File: src/inc/frl_defines.svh
// offsets, field positions, reset values and timing counts of the fault reaction block
`ifndef FRL_DEFINES_SVH
`define FRL_DEFINES_SVH
// clock and timing figures in picoseconds / nanoseconds as printed
`define FRL_CLK_PERIOD_PS 5000
`define FRL_TICK_PS 31250000
`define FRL_MS_PS 1000000000
`define FRL_CLEAR_TIME_NS 10000
// least time: rounded up to whole cycles
`define FRL_CLEAR_CYC ((`FRL_CLEAR_TIME_NS * 1000 + `FRL_CLK_PERIOD_PS - 1) / `FRL_CLK_PERIOD_PS)
`define FRL_TICKS_PER_MS (`FRL_MS_PS / `FRL_TICK_PS)
// cycles of observed low level before an edge counts as a real rising edge
`define FRL_PRIME_CYC 11'h008
// operation control field positions
`define FRL_OP_ON_HI 7
`define FRL_OP_ON_LO 6
`define FRL_OP_MRG_HI 5
`define FRL_OP_MRG_LO 4
// on/off source select field positions
`define FRL_SRC_HI 4
`define FRL_SRC_LO 2
// fault handling word: generic bits low, overvoltage reaction at top
`define FRL_FHC_OV_HI 15
`define FRL_FHC_OV_LO 14
// reset values
`define FRL_OP_RST 4'h8
`define FRL_SRC_RST 3'h5
`define FRL_TON_RST 9'h000
`endif

File: src/inc/frl_pkg.sv
// types shared by the fault reaction and loop enable block
package frl_pkg;
   typedef enum logic [2:0] {
      FRL_CMD_OP = 3'h0,
      FRL_CMD_SRC = 3'h1,
      FRL_CMD_SWEN = 3'h2,
      FRL_CMD_TON = 3'h3,
      FRL_CMD_FHC = 3'h4,
      FRL_CMD_CLR_ALL = 3'h5,
      FRL_CMD_CLR_ONE = 3'h6,
      FRL_CMD_NONE = 3'h7
   } frl_cmd_e;
   // gray along idle -> force low -> safe
   typedef enum logic [1:0] {
      FRL_PD_IDLE = 2'h0,
      FRL_PD_FORCE = 2'h1,
      FRL_PD_SAFE = 2'h3
   } frl_pd_e;
   typedef enum logic [1:0] {
      FRL_OV_IGN = 2'h0,
      FRL_OV_LAT = 2'h1,
      FRL_OV_UNUSED = 2'h2,
      FRL_OV_PD = 2'h3
   } frl_ov_e;
endpackage

File: src/inc/frl_en_if.sv
// conditioned enable pin events passed from the pin stage to the top
interface frl_en_if;
   logic lvl;
   logic rise;
   logic fall;
   logic clr;
   modport prod (output lvl, rise, fall, clr);
   modport cons (input lvl, rise, fall, clr);
endinterface

File: src/rtl/frl_en_pin.sv
// enable pin synchroniser, deglitch, edge detection and clear pulse
`include "frl_defines.svh"
module frl_en_pin (
   input wire logic clock, // system clock
   input wire logic rstn, // async reset, active low
   input wire logic pin, // raw enable pin
   frl_en_if.prod en // conditioned level and events
);
   logic s1_reg, s2_reg, s3_reg;
   logic lvl_reg, seen_low_reg, rise_reg, fall_reg, clr_reg;
   logic [10:0] low_cnt_reg;

   // ************************************
   // decode of the filtered pin
   // ************************************
   wire stable = s2_reg == s3_reg;
   wire go_up = stable && s3_reg && !lvl_reg;
   wire go_dn = stable && !s3_reg && lvl_reg;
   wire low_done = low_cnt_reg == 11'(`FRL_CLEAR_CYC);

   // two flops then a third sample for the glitch filter
   always_ff @(posedge clock or negedge rstn) begin
      if (!rstn) begin
         s1_reg <= 1'b0;
         s2_reg <= 1'b0;
         s3_reg <= 1'b0;
      end else begin
         s1_reg <= pin;
         s2_reg <= s1_reg;
         s3_reg <= s2_reg;
      end
   end

   // low time measured on the filtered level, saturating
   always_ff @(posedge clock or negedge rstn) begin
      if (!rstn) begin
         low_cnt_reg <= 11'h000;
         seen_low_reg <= 1'b0;
      end else begin
         if (lvl_reg)
            low_cnt_reg <= 11'h000;
         else if (!low_done)
            low_cnt_reg <= low_cnt_reg + 11'h001;
         // a pin high since reset never earns a rising edge
         if (low_cnt_reg >= `FRL_PRIME_CYC)
            seen_low_reg <= 1'b1;
      end
   end

   // edges and clear pulse, one cycle each
   always_ff @(posedge clock or negedge rstn) begin
      if (!rstn) begin
         lvl_reg <= 1'b0;
         rise_reg <= 1'b0;
         fall_reg <= 1'b0;
         clr_reg <= 1'b0;
      end else begin
         lvl_reg <= go_up | (lvl_reg & ~go_dn);
         rise_reg <= go_up && seen_low_reg;
         fall_reg <= go_dn;
         clr_reg <= go_up && seen_low_reg && low_done;
      end
   end

   assign en.lvl = lvl_reg;
   assign en.rise = rise_reg;
   assign en.fall = fall_reg;
   assign en.clr = clr_reg;
endmodule

File: src/rtl/frl_top.sv
// fault reaction, clear handling and loop enable for a dual loop controller
// ************************************
// How it works
// - latched reaction outranks ignore reaction
// - latched fault: flag, redirect low, all PWM HiZ
// - exit safe state only after fault gone, then clear
// - enable low at least 10 us, then high, clears
// - clear-all clears every fault of the page, clear-one one fault
// - pin toggle clears own loop and common faults
// - bus clears use page; common faults ignore page
// - overvoltage setting 11: flag, redirect, loop PWM low
// - then safe state on low sense or negative current
// - fault override beats PWM generator at once
// - ignore fault only sets flag, cleared later
// - pin rise enables reference, fall disables it
// - pin level gates controller; no edge, no reference
// - operation bits 7:6 at 00 disable loop
// - operation bits 5:4 pick margin mode
// - source select 0xx keeps loop always enabled
// - 110 operation only; 101 pin or software
// - 111 operation and (pin or software)
// - unlisted encodings refused, other bits ignored
// - turn-on delay is count times 1 ms, zero off
// - delay timed by 31.25 us tick counter
// - single-bit reaction: 0 ignore, 1 latched, default latched
// - latched fault drives redirection low, sets flag
// ************************************
`include "frl_defines.svh"
module frl_top #(
   parameter int NF = 8, // generic fault inputs
   parameter logic [NF-1:0] L1_MASK = 'h3, // faults of loop 1
   parameter logic [NF-1:0] L2_MASK = 'hC, // faults of loop 2, rest common
   parameter logic [7:0] PH_L2 = 8'hF0, // phases assigned to loop 2
   parameter int TICK_CYC = `FRL_TICK_PS / `FRL_CLK_PERIOD_PS, // cycles per tick
   parameter int DET_DLY_CYC = 16 // low sense detect delay in cycles
) (
   input wire logic clock, // 200 MHz system clock
   input wire logic rstn, // async reset, active low
   input wire logic [1:0] loop_enable_pin, // loop 1 / loop 2 enable pins
   input wire logic [7:0] pwm_in, // PWM generator outputs
   input wire logic [NF-1:0] fault_det, // generic fault detections
   input wire logic [1:0] ov_det, // output overvoltage per loop
   input wire logic [1:0] vsense_low, // output_voltage_sense at or below 0.25 V
   input wire logic [1:0] neg_oc, // negative_slow_overcurrent_threshold reached
   input wire logic cmd_wr, // management command strobe
   input wire frl_pkg::frl_cmd_e cmd_code, // command selector
   input wire logic cmd_page, // selected loop, 0 or 1
   input wire logic [15:0] cmd_data, // command data
   output logic [7:0] pwm_out, // PWM pin value
   output logic [7:0] pwm_oe, // PWM pin driven, low is HiZ
   output logic [NF-1:0] fault_flag, // generic fault status flags
   output logic [1:0] ov_flag, // overvoltage status flags
   output logic [1:0] redir_n, // fault redirection per loop, low active
   output logic [1:0] loop_ctrl_en, // loop controller enable
   output logic [1:0] ref_en, // reference setpoint enable
   output logic [3:0] margin, // margin per loop, loop 2 high
   output logic invalid_cmd // refused command pulse
);
   import frl_pkg::*;

   localparam int DW = $clog2(DET_DLY_CYC + 1);

   // ************************************
   // elaboration checks
   // ************************************
   if (NF < 1 || NF > 14) begin : g_bad_nf
      $error("NF must be 1 to 14");
   end
   if (TICK_CYC < 2 || TICK_CYC > 8192) begin : g_bad_tick
      $error("TICK_CYC must be 2 to 8192");
   end
   if (DET_DLY_CYC < 1) begin : g_bad_det
      $error("DET_DLY_CYC must be positive");
   end

   logic [3:0] op_reg [2];
   logic [2:0] src_reg [2];
   logic [8:0] ton_reg [2];
   frl_ov_e ovcfg_reg [2];
   frl_pd_e pd_reg [2];
   frl_pd_e pd_next [2];
   logic [DW-1:0] det_cnt_reg [2];
   logic [1:0] swen_reg;
   logic [NF-1:0] react_reg, flag_reg, flag_next;
   logic [1:0] ov_flag_reg, ov_flag_next;
   logic [12:0] tick_cnt_reg;
   logic tick_reg, hiz_reg, invalid_reg;
   logic [7:0] pwm_out_reg, pwm_oe_reg;
   logic [1:0] redir_n_reg, ctrl_en_reg, ref_en_reg, ref_state_reg;
   logic [3:0] margin_reg;
   logic [1:0] pin_lvl, pin_rise, pin_fall, pin_clr, ton_on;
   logic [1:0] req, ov_hit, ov_lat, det_done, redir_next;

   // ************************************
   // helper functions
   // ************************************
   // loop request from the on/off source select
   function automatic logic src_en(input logic [2:0] src, input logic op_on,
                                   input logic pin_or_sw);
      logic r;
      r = 1'b0;
      case (src)
         3'h0, 3'h1, 3'h2, 3'h3: r = 1'b1;
         3'h6: r = op_on;
         3'h5: r = pin_or_sw;
         3'h7: r = op_on & pin_or_sw;
         default: r = 1'b0;
      endcase
      return r;
   endfunction

   // modes in which the pin takes part
   function automatic logic pin_mode(input logic [2:0] src);
      return src == 3'h5 || src == 3'h7;
   endfunction

   // ************************************
   // pin stages and start delays
   // ************************************
   for (genvar l = 0; l < 2; l++) begin : g_loop
      frl_en_if en ();
      frl_en_pin u_pin (
         .clock(clock),
         .rstn(rstn),
         .pin(loop_enable_pin[l]),
         .en(en.prod)
      );
      assign pin_lvl[l] = en.lvl;
      assign pin_rise[l] = en.rise;
      assign pin_fall[l] = en.fall;
      assign pin_clr[l] = en.clr;
      frl_turn_on_delay_count u_ton (
         .clock(clock),
         .rstn(rstn),
         .tick(tick_reg),
         .req(req[l] & ~hiz_reg),
         .dly(ton_reg[l]),
         .on(ton_on[l])
      );
   end

   // ************************************
   // command decode
   // ************************************
   wire [1:0] op_on_f = cmd_data[`FRL_OP_ON_HI:`FRL_OP_ON_LO];
   wire [1:0] mrg_f = cmd_data[`FRL_OP_MRG_HI:`FRL_OP_MRG_LO];
   wire [2:0] src_f = cmd_data[`FRL_SRC_HI:`FRL_SRC_LO];
   wire op_ok = (op_on_f == 2'h0 || op_on_f == 2'h2) && mrg_f != 2'h3;
   wire src_ok = src_f != 3'h4;
   wire one_ok = {1'b0, cmd_data[3:0]} < 5'(NF + 2);
   wire is_op = cmd_wr && cmd_code == FRL_CMD_OP;
   wire is_src = cmd_wr && cmd_code == FRL_CMD_SRC;
   wire is_one = cmd_wr && cmd_code == FRL_CMD_CLR_ONE;
   wire clr_all = cmd_wr && cmd_code == FRL_CMD_CLR_ALL;
   wire clr_one = is_one && one_ok;
   wire bad_cmd = (is_op && !op_ok) || (is_src && !src_ok) || (is_one && !one_ok);

   // ************************************
   // fault flag clearing
   // ************************************
   wire [NF-1:0] common = ~(L1_MASK | L2_MASK);
   wire [NF-1:0] page_mask = (cmd_page ? L2_MASK : L1_MASK) | common;
   wire [NF-1:0] one_hot = NF'(1) << cmd_data[3:0];
   wire [NF-1:0] clr_gen = ({NF{pin_clr[0]}} & (L1_MASK | common))
                         | ({NF{pin_clr[1]}} & (L2_MASK | common))
                         | ({NF{clr_all}} & page_mask)
                         | ({NF{clr_one}} & one_hot & page_mask);
   // a clear only lands on a fault already gone; detection wins
   assign flag_next = fault_det | (flag_reg & ~clr_gen);

   // overvoltage flags are loop specific and sit after the generic ones
   always_comb begin
      for (int l = 0; l < 2; l++) begin
         ov_hit[l] = pin_clr[l] || (cmd_page == l[0] && (clr_all
                     || (clr_one && cmd_data[3:0] == 4'(NF + l))));
         ov_flag_next[l] = ov_det[l] | (ov_flag_reg[l] & ~ov_hit[l]);
         ov_lat[l] = ov_flag_reg[l] && ovcfg_reg[l] == FRL_OV_LAT;
         det_done[l] = det_cnt_reg[l] == DW'(DET_DLY_CYC) && vsense_low[l];
      end
   end

   // ************************************
   // active pull-down sequence
   // ************************************
   always_comb begin
      for (int l = 0; l < 2; l++) begin
         pd_next[l] = pd_reg[l];
         case (pd_reg[l])
            FRL_PD_IDLE: begin
               if (ov_flag_reg[l] && ovcfg_reg[l] == FRL_OV_PD)
                  pd_next[l] = FRL_PD_FORCE;
            end
            FRL_PD_FORCE: begin
               if (!ov_flag_reg[l])
                  pd_next[l] = FRL_PD_IDLE;
               else if (det_done[l] || neg_oc[l])
                  pd_next[l] = FRL_PD_SAFE;
            end
            FRL_PD_SAFE: begin
               if (!ov_flag_reg[l])
                  pd_next[l] = FRL_PD_IDLE;
            end
            default: pd_next[l] = FRL_PD_IDLE;
         endcase
      end
   end

   // ************************************
   // reaction outputs
   // ************************************
   // latched faults decide the pins whatever ignored ones say
   wire lat_any = |(flag_reg & react_reg);
   wire pd_safe = pd_reg[0] == FRL_PD_SAFE || pd_reg[1] == FRL_PD_SAFE;
   wire hiz_next = lat_any || ov_lat[0] || ov_lat[1] || pd_safe;
   wire pd0 = ov_flag_reg[0] && ovcfg_reg[0] == FRL_OV_PD;
   wire pd1 = ov_flag_reg[1] && ovcfg_reg[1] == FRL_OV_PD;
   wire [7:0] force_low = ({8{pd0}} & ~PH_L2) | ({8{pd1}} & PH_L2);
   // override ignores the generator's minimum on/off times by design
   wire [7:0] pwm_out_next = hiz_next ? 8'h00 : pwm_in & ~force_low;
   wire [7:0] pwm_oe_next = hiz_next ? 8'h00 : 8'hFF;

   always_comb begin
      for (int l = 0; l < 2; l++) begin
         redir_next[l] = !(|(flag_reg & react_reg & ((l == 0 ? L1_MASK : L2_MASK) | common))
                         || ov_lat[l] || (l == 0 ? pd0 : pd1));
      end
   end

   // ************************************
   // loop enable
   // ************************************
   always_comb begin
      for (int l = 0; l < 2; l++) begin
         req[l] = src_en(src_reg[l], op_reg[l][3:2] != 2'h0,
                         pin_lvl[l] | swen_reg[l]);
      end
   end

   // ************************************
   // tick divider for the start delay
   // ************************************
   always_ff @(posedge clock or negedge rstn) begin
      if (!rstn) begin
         tick_cnt_reg <= 13'h0000;
         tick_reg <= 1'b0;
      end else begin
         tick_reg <= tick_cnt_reg == 13'(TICK_CYC - 1);
         tick_cnt_reg <= (tick_cnt_reg == 13'(TICK_CYC - 1)) ? 13'h0000
                         : tick_cnt_reg + 13'h0001;
      end
   end

   // configuration written by commands; refused writes keep old value
   always_ff @(posedge clock or negedge rstn) begin
      if (!rstn) begin
         op_reg <= '{default: `FRL_OP_RST};
         src_reg <= '{default: `FRL_SRC_RST};
         ton_reg <= '{default: `FRL_TON_RST};
         ovcfg_reg <= '{default: FRL_OV_PD};
         react_reg <= '1;
         swen_reg <= 2'h0;
         invalid_reg <= 1'b0;
      end else begin
         invalid_reg <= bad_cmd;
         if (is_op && op_ok)
            op_reg[cmd_page] <= cmd_data[`FRL_OP_ON_HI:`FRL_OP_MRG_LO];
         if (is_src && src_ok)
            src_reg[cmd_page] <= src_f;
         if (cmd_wr && cmd_code == FRL_CMD_SWEN)
            swen_reg[cmd_page] <= cmd_data[0];
         if (cmd_wr && cmd_code == FRL_CMD_TON)
            ton_reg[cmd_page] <= cmd_data[8:0];
         if (cmd_wr && cmd_code == FRL_CMD_FHC) begin
            react_reg <= cmd_data[NF-1:0];
            ovcfg_reg[cmd_page] <= frl_ov_e'(cmd_data[`FRL_FHC_OV_HI:`FRL_FHC_OV_LO]);
         end
      end
   end

   // flags, pull-down states and detect delay
   always_ff @(posedge clock or negedge rstn) begin
      if (!rstn) begin
         flag_reg <= '0;
         ov_flag_reg <= 2'h0;
         pd_reg <= '{default: FRL_PD_IDLE};
         det_cnt_reg <= '{default: '0};
      end else begin
         flag_reg <= flag_next;
         ov_flag_reg <= ov_flag_next;
         pd_reg <= pd_next;
         for (int l = 0; l < 2; l++) begin
            if (pd_reg[l] != FRL_PD_FORCE || !vsense_low[l])
               det_cnt_reg[l] <= '0;
            else if (det_cnt_reg[l] != DW'(DET_DLY_CYC))
               det_cnt_reg[l] <= det_cnt_reg[l] + DW'(1);
         end
      end
   end

   // pin side outputs
   always_ff @(posedge clock or negedge rstn) begin
      if (!rstn) begin
         hiz_reg <= 1'b0;
         pwm_out_reg <= 8'h00;
         pwm_oe_reg <= 8'h00;
         redir_n_reg <= 2'h3;
      end else begin
         hiz_reg <= hiz_next;
         pwm_out_reg <= pwm_out_next;
         pwm_oe_reg <= pwm_oe_next;
         redir_n_reg <= redir_next;
      end
   end

   // loop enables; reference follows pin edges in pin modes
   always_ff @(posedge clock or negedge rstn) begin
      if (!rstn) begin
         ref_state_reg <= 2'h0;
         ctrl_en_reg <= 2'h0;
         ref_en_reg <= 2'h0;
         margin_reg <= 4'h0;
      end else begin
         for (int l = 0; l < 2; l++) begin
            if (pin_rise[l])
               ref_state_reg[l] <= 1'b1;
            else if (pin_fall[l])
               ref_state_reg[l] <= 1'b0;
            ctrl_en_reg[l] <= req[l] && !hiz_reg;
            ref_en_reg[l] <= ton_on[l] && (!pin_mode(src_reg[l])
                             || ref_state_reg[l] || swen_reg[l]);
            margin_reg[2*l +: 2] <= op_reg[l][1:0];
         end
      end
   end

   assign pwm_out = pwm_out_reg;
   assign pwm_oe = pwm_oe_reg;
   assign fault_flag = flag_reg;
   assign ov_flag = ov_flag_reg;
   assign redir_n = redir_n_reg;
   assign loop_ctrl_en = ctrl_en_reg;
   assign ref_en = ref_en_reg;
   assign margin = margin_reg;
   assign invalid_cmd = invalid_reg;

   // ************************************
   // checks
   // ************************************
   // both pages side by side: one command a cycle, so neither may move
   wire [7:0] op_both = {op_reg[1], op_reg[0]};
endmodule

File: src/rtl/frl_turn_on_delay_count.sv
// turn-on delay counter stepped by the shared tick
`include "frl_defines.svh"
module frl_turn_on_delay_count (
   input wire logic clock, // system clock
   input wire logic rstn, // async reset, active low
   input wire logic tick, // one pulse per tick period
   input wire logic req, // loop start request level
   input wire logic [8:0] dly, // delay in milliseconds
   output logic on // delayed start, level
);
   logic [13:0] cnt_reg;
   logic on_reg;
   // whole milliseconds as a count of ticks
   wire [13:0] target = 14'(dly) * 14'(`FRL_TICKS_PER_MS);

   // the first tick may come at once, hence one tick of jitter
   always_ff @(posedge clock or negedge rstn) begin
      if (!rstn) begin
         cnt_reg <= 14'h0000;
         on_reg <= 1'b0;
      end else if (!req) begin
         cnt_reg <= 14'h0000;
         on_reg <= 1'b0;
      end else if (!on_reg) begin
         if (dly == 9'h000)
            on_reg <= 1'b1;
         else if (tick && cnt_reg == target - 14'h0001)
            on_reg <= 1'b1;
         else if (tick)
            cnt_reg <= cnt_reg + 14'h0001;
      end
   end

   assign on = on_reg;
endmodule

File: config.mk
export PLATFORM = sky130hd
export DESIGN_NAME = frl_top
export DESIGN_NICKNAME = d
export VERILOG_FILES = /design/src/inc/frl_pkg.sv /design/src/inc/frl_en_if.sv /design/src/rtl/frl_en_pin.sv /design/src/rtl/frl_top.sv /design/src/rtl/frl_turn_on_delay_count.sv
export VERILOG_INCLUDE_DIRS = /design/src /design/src/inc
export SDC_FILE = /design/constraint.sdc
export NUM_CORES = 1
export LEC_CHECK = 0
export ABC_AREA = 1
export BUFFER_PORTS_ARGS = -buffer_cell sky130_fd_sc_hd__buf_2
export CAP_MARGIN = 20
export CELL_PAD_IN_SITES_DETAIL_PLACEMENT = 1
export CELL_PAD_IN_SITES_GLOBAL_PLACEMENT = 1
export CORE_UTILIZATION = 48
export CTS_CLUSTER_DIAMETER = 80
export DETAILED_ROUTE_END_ITERATION = 7
export PLACE_DENSITY = 0.84
export SKIP_LAST_GASP = 1
export SLEW_MARGIN = 0
export SYNTH_ARGS = -nofsm -noshare
export SYNTH_HDL_FRONTEND = slang
export SYNTH_HIERARCHICAL = 1
export SYNTH_SLANG_ARGS = --single-unit
File: constraint.sdc
create_clock -name clock -period 4.9 [get_ports clock]
set_clock_uncertainty 0.15 [all_clocks]
set_input_delay 0.245 -clock clock [delete_from_list [all_inputs] [get_ports clock]]
set_output_delay 0.245 -clock clock [all_outputs]
set_load 0.02 [all_outputs]
* Yosys cells after proc, flatten, opt, wreduce, memory -nomap -nowiden
Cells that the tools add are included.
** Storage, ports and cells
- Input port bits :: 47
- Register bits after elaboration :: 182
** Operators by class
- Order comparisons :: 7
- Bitwise logic cells :: 34
- Shifts and indexed selects :: 1
- Reduce and logical (&&, ||, !) cells :: 106
- Equality and inequality tests :: 60
- $add $sub $neg :: 9
- Multiplexer cells :: 61
** Operators by type and width (number)
- 2-to-1 mux 14 bit :: 10
- AND 8 bit :: 6
- logical AND 1 bit :: 44
- 2-to-1 mux 11 bit :: 4
- bitwise OR 8 bit :: 4
- adder 14 x 1 -> 14 bit, second input constant :: 2
- == test 14 bit :: 2
- subtractor 14 x 1 -> 14 bit, second input constant :: 2
- == test 3 bit, second input constant :: 9
- inequality test 2 bit, second input constant :: 13
- logical OR 1 bit :: 25
- adder 11 x 1 -> 11 bit, second input constant :: 2
- == test 11 bit, second input constant :: 2
- greater-or-equal comparator 11 x 4 -> 1 bit, second input constant :: 2
- 2-to-1 mux 5 bit :: 4
- bitwise mux 18 bit :: 1
- == test 3 x 2 -> 1 bit, second input constant :: 6
- zero test 9 bit :: 2
- 2-to-1 mux 2 bit :: 9
- 2-to-1 mux 8 bit :: 2
- NOT 8 bit :: 2
- zero test 1 bit :: 14
- adder 13 x 1 -> 13 bit, second input constant :: 1
- == test 13 bit, second input constant :: 1
- 45 further kinds :: 109

* Longest topological paths before layout
- Word-level depth :: 10
- Mapped depth :: 15
- Mapped depth without buffers :: 14

* Hierarchy
Netlist, hierarchy kept.
** By module, submodules not included
- frl_top :: area each 4916.0 µm², sequential area each 2702.6 µm², instances 1, cells an instance 575
- frl_turn_on_delay_count :: area each 1400.1 µm², sequential area each 375.4 µm², instances 2, cells an instance 215
- frl_en_pin :: area each 909.6 µm², sequential area each 475.5 µm², instances 2, cells an instance 110

* Worst setup path after synthesis
Ideal clock, no wire load.
- Path type :: register -> register
- From :: reg ton_reg[9] (netlist name)
- To :: reg g_loop[0].u_ton.cnt_reg[7]
- Period minus slack after synthesis :: 1.903 ns
- Cell stages (with the launch flop) :: 13
- Buffers on the path :: 1
- Setup slack :: 2.997 ns
- Setup time :: 0.118 ns
- Arrival time :: 1.636 ns
- Path through :: dfrtp_1 > inv_1 > ha_1 > nand2_1 > nor2_1 > nand2_1 > inv_1 > or2_2 > nor2_8 > nand2_4 > buf_6 > nand3_1 > nand2_1
** On the way
- Cells in the longest elaborated chain, start to end :: 5
- Elaborated cells between the ends (all ways) :: 7
- Those cells by class :: 1 x add/sub; 3 x eq/ne; 3 x reduce/logical
** RTL lines
- from (decl) :: line frl_top.sv:78 : logic [8:0] ton_reg [2];
- from (signal, indexed assignment) :: line frl_top.sv:272 : ton_reg[cmd_page] <= cmd_data[8:0];
- subtractor 14 x 1 -> 14 bit :: line frl_turn_on_delay_count.sv:27 : else if (tick && cnt_reg == target - 14'h0001)
- == test 14 bit :: line frl_turn_on_delay_count.sv:27
- logical AND 1 bit :: line frl_turn_on_delay_count.sv:27
- inequality test 2 bit (no line)
- AND reduction 4 bit (no line) *
- to (signal assigned) :: line frl_turn_on_delay_count.sv:30 : cnt_reg <= cnt_reg + 14'h0001;
- to (decl) :: line frl_turn_on_delay_count.sv:11 : logic [13:0] cnt_reg;
Mark *: on every way between the ends. The rest lies on a longest branch, timed or not.
A chain may end at the register's enable or synchronous reset.

* Worst setup path in the final report
- From :: reg ton_reg[0] (netlist name)
- To :: reg g_loop[1].u_ton.cnt_reg[9]
** On the way
- Cells in the longest elaborated chain, start to end :: 5
- Elaborated cells between the ends (all ways) :: 7
- Those cells by class :: 1 x add/sub; 3 x eq/ne; 3 x reduce/logical
** RTL lines (line)
- subtractor 14 x 1 -> 14 bit :: frl_turn_on_delay_count.sv:27
- == test 14 bit :: frl_turn_on_delay_count.sv:27
- logical AND 1 bit :: frl_turn_on_delay_count.sv:27
- inequality test 2 bit (no line)
- AND reduction 4 bit (no line) *
- to (signal assigned) :: frl_turn_on_delay_count.sv:30
- to (decl) :: frl_turn_on_delay_count.sv:11
Marked as above.

==> metrics <==
status finished clean; Worst path max stage delay 410 ps; global-route wire length before repair 44910 um; number of routed nets with antenna violations 0; Post-CTS Setup Bufs 0; post-synthesis xor/xnor area fraction 4.133%; register-to-register setup slack 2480 ps; measured slew at the worst slew-check pin 884.0 ps; power per cell area 367.5 mW/mm^2; Post-Syn Nets 1286; FP Rows 51; DRC violations left 0; routed wire length 27050 um; drt via density 5.265; fin crit share 49.44%; share of cells above drive strength 1 13.75%; LEAKAGE 5.791 nW; Final Hold Fails 0; Final nets 1386; Power, Total 4.044 mW; sequential element share of the synthesized area 46.19%; Placement Setup Slack 2459 ps; Setup WS post-layout 2477 ps; crit path time final 2423 ps; Syn. warnings 6; CP top delay family simple AND/OR/NAND/NOR gates; vias 8440; number of diodes 0; max_slew headroom 41.06%; Area after DPL 0.01007 mm^2; VDD IR max 269.7 uV; top cells by area, synth dfrtp_1 (41%), nand2_1 (13%), inv_1 (7.4%), nand3_1 (6.5%), dfstp_2 (5.5%); CP Capture Type register; root buf cell clkbuf_16; Max Fclk 0.4128 GHz; Congestion Overflow GR 0; Synth top cells by count nand2_1 (325), inv_1 (188), dfrtp_1 (155), nor2_1 (128), nand3_1 (123); max-slew violations 0; vias in the first global route 8975; Max-Cap Viols 0; die height 142.9 um; CTS tree built; critical path required time 5130 ps; area share of the largest cell type after synthesis 40.68%; die area 0.02043 mm^2; initial antenna violation count 0; Fillers 2433; number of flip-flops in the largest register 28; worst endpoint data arrival time 2650 ps; startpoint types register; simple logic cell fraction of the synthesized area 32.15%; Inst Count DP 1542; Post-synth EDFFs 0; core footprint 0.01946 mm^2; All-Layer GR Usage 28.45%; crit path cell chain inv_1 > ha_1 > nand2_1 > nor2_1 > nand3_1 > nand2_1 > nand3_1 > nand2_1 > nand3_4 > nand2_4 > nand3_1 > nand2_1; combinational family with the most area after synthesis simple AND/OR/NAND/NOR gates; cell mode on critical path nand2_1; Cells after Synth 1225; worst hold path class in2reg; post-detail-place hpwl 17980 um; worst path buffer plus inverter count 1; CTS H-tree depth 4; starting density of the core 48.99%; count leader, synth nand2_1; top_reg_cell synth dfrtp_1; Reg clk slew, reported paths 70 ps; mux cell area share after synthesis 0%; Slowest cell on crit path dfrtp_1; worst hold slack 38.56 ps; Yosys reg bits 175; crit-path max FO 16; fin cells 1603; ys async rst share 100.0%; RSZ-0062 raised after global routing false; Wirelength per Cell 16.87 um; Synth Area in Compound Gates 5.852%; # clock sinks 175; WS Path Type reg2reg; Avg Cell Area, Syn 7.784 um^2; Cell variety after synth 41; Die Width 142.9 um; number of DRC markers in iteration 0 380; largest area contributor in the netlist dfrtp_1; final instance area 0.01100 mm^2; clock latency on the worst-skew pair 440 ps; Adder-Cell Fraction of Synth Area 1.837%; Syn-to-layout area delta 15.40%; Max Buffers Root-to-Sink 2; drt first pass iters 4; largest net degree at the start of global routing 92; port buffer count 78; final setup fails 0; Inserted Clock Buffers 17; final design utilization 56.54%; post-synthesis instance area 0.009535 mm^2; GPL Wtd Cong 0.8734; I/O pin count 84; total negative slack 0 ps
[cell families (layout without fill, tap and decap cells)]
logic type / Yosys count / count (layout)
and+or+nand+nor: 680 / 680
buffers and inverters: 220 / 333
DFF: 175 / 175
AOI/OAI and AO/OA: 91 / 91
xor gates and xnor gates: 45 / 45
adders and majority gates: 14 / 14
[final cells by class]
class,instances,area [um^2],area share (%)
inverters,191,716.9,6.515
flip-flops and latches,175,4404,40.02
well taps,265,331.6,3.013
clock buffers,20,456.7,4.150
clock inverters,12,180.2,1.637
repair buffers,110,714.4,6.492
multi-input cells,830,4200,38.17
[power by group]
group | internal, mW | switching (mW) | leakage [nW] | total, mW
registers | 1.62 | 0.159 | 2.22 | 1.78
logic | 0.268 | 0.513 | 3.26 | 0.782
clock network | 0.885 | 0.599 | 0.307 | 1.48
[placed cells by master, fill, tap and decap left out, drive strengths merged]
| cell type | count |
|---|---|
| nand2 | 331 |
| inv | 193 |
| dfrtp | 155 |
| nor2 | 141 |
| nand3 | 130 |
| buf | 82 |
| o21ai | 61 |
| nand4 | 44 |
| xor2 | 34 |
| dlygate4sd3 | 28 |
| nor3 | 22 |
| dfstp | 20 |
| clkbuf | 20 |
| a21oi | 16 |
| ha | 14 |
| xnor2 | 11 |
| o21bai | 7 |
| nand3b | 4 |
| bufinv | 4 |
| nor4 | 4 |
| clkinv | 4 |
| o31a | 2 |
| clkinvlp | 2 |
| a31oi | 2 |
| or2 | 2 |
| a21boi | 2 |
| o211ai | 1 |
| nor3b | 1 |
| and2 | 1 |
[routing by layer]
layer | track usage, % | vias to the layer above | routed length, um
met4 | 11.26 | 0 | 678
met3 | 4.829 | 47 | 796
met5 | 0 | - | 0
met1 | 35.40 | 4193 | 11650
li1 | - | 4058 | -
met2 | 49.06 | 142 | 13920
[worst reg2reg max path: stages (launching register included)]
cell and delay (ps):
dfrtp_1 410, inv_1 110, ha_1 290, nand2_1 120
nor2_1 160, nand3_1 130, nand2_1 100, nand3_1 70
nand2_1 120, nand3_4 220, nand2_4 250, nand3_1 130
nand2_1 90
[repair_timing]
| item | 4_1_cts | 5_1_grt |
|---|---|---|
| resized for setup | 0 | 0 |
| hold buffers | 28 | 0 |
| hold endpoints to repair | 116 | 0 |
[final timing paths]
| check | start | to | cells past startpoint |
|---|---|---|---|
| hold reg to reg | g_loop[1].u_pin/s1_reg | g_loop[1].u_pin/s2_reg | 0 |
| min in group asynchronous | rstn | g_loop[0].u_ton/cnt_reg[11] | 2 |
| setup / recovery | ton_reg[0] | g_loop[1].u_ton/cnt_reg[9] | 12 |
| setup reg to reg | ton_reg[0] | g_loop[1].u_ton/cnt_reg[9] | 12 |
| max in group asynchronous | rstn | g_loop[1].u_pin/low_cnt_reg[4] | 3 |
| hold / removal | neg_oc[1] | pd_reg[1] | 5 |
Power figures use the tool's default switching activity.
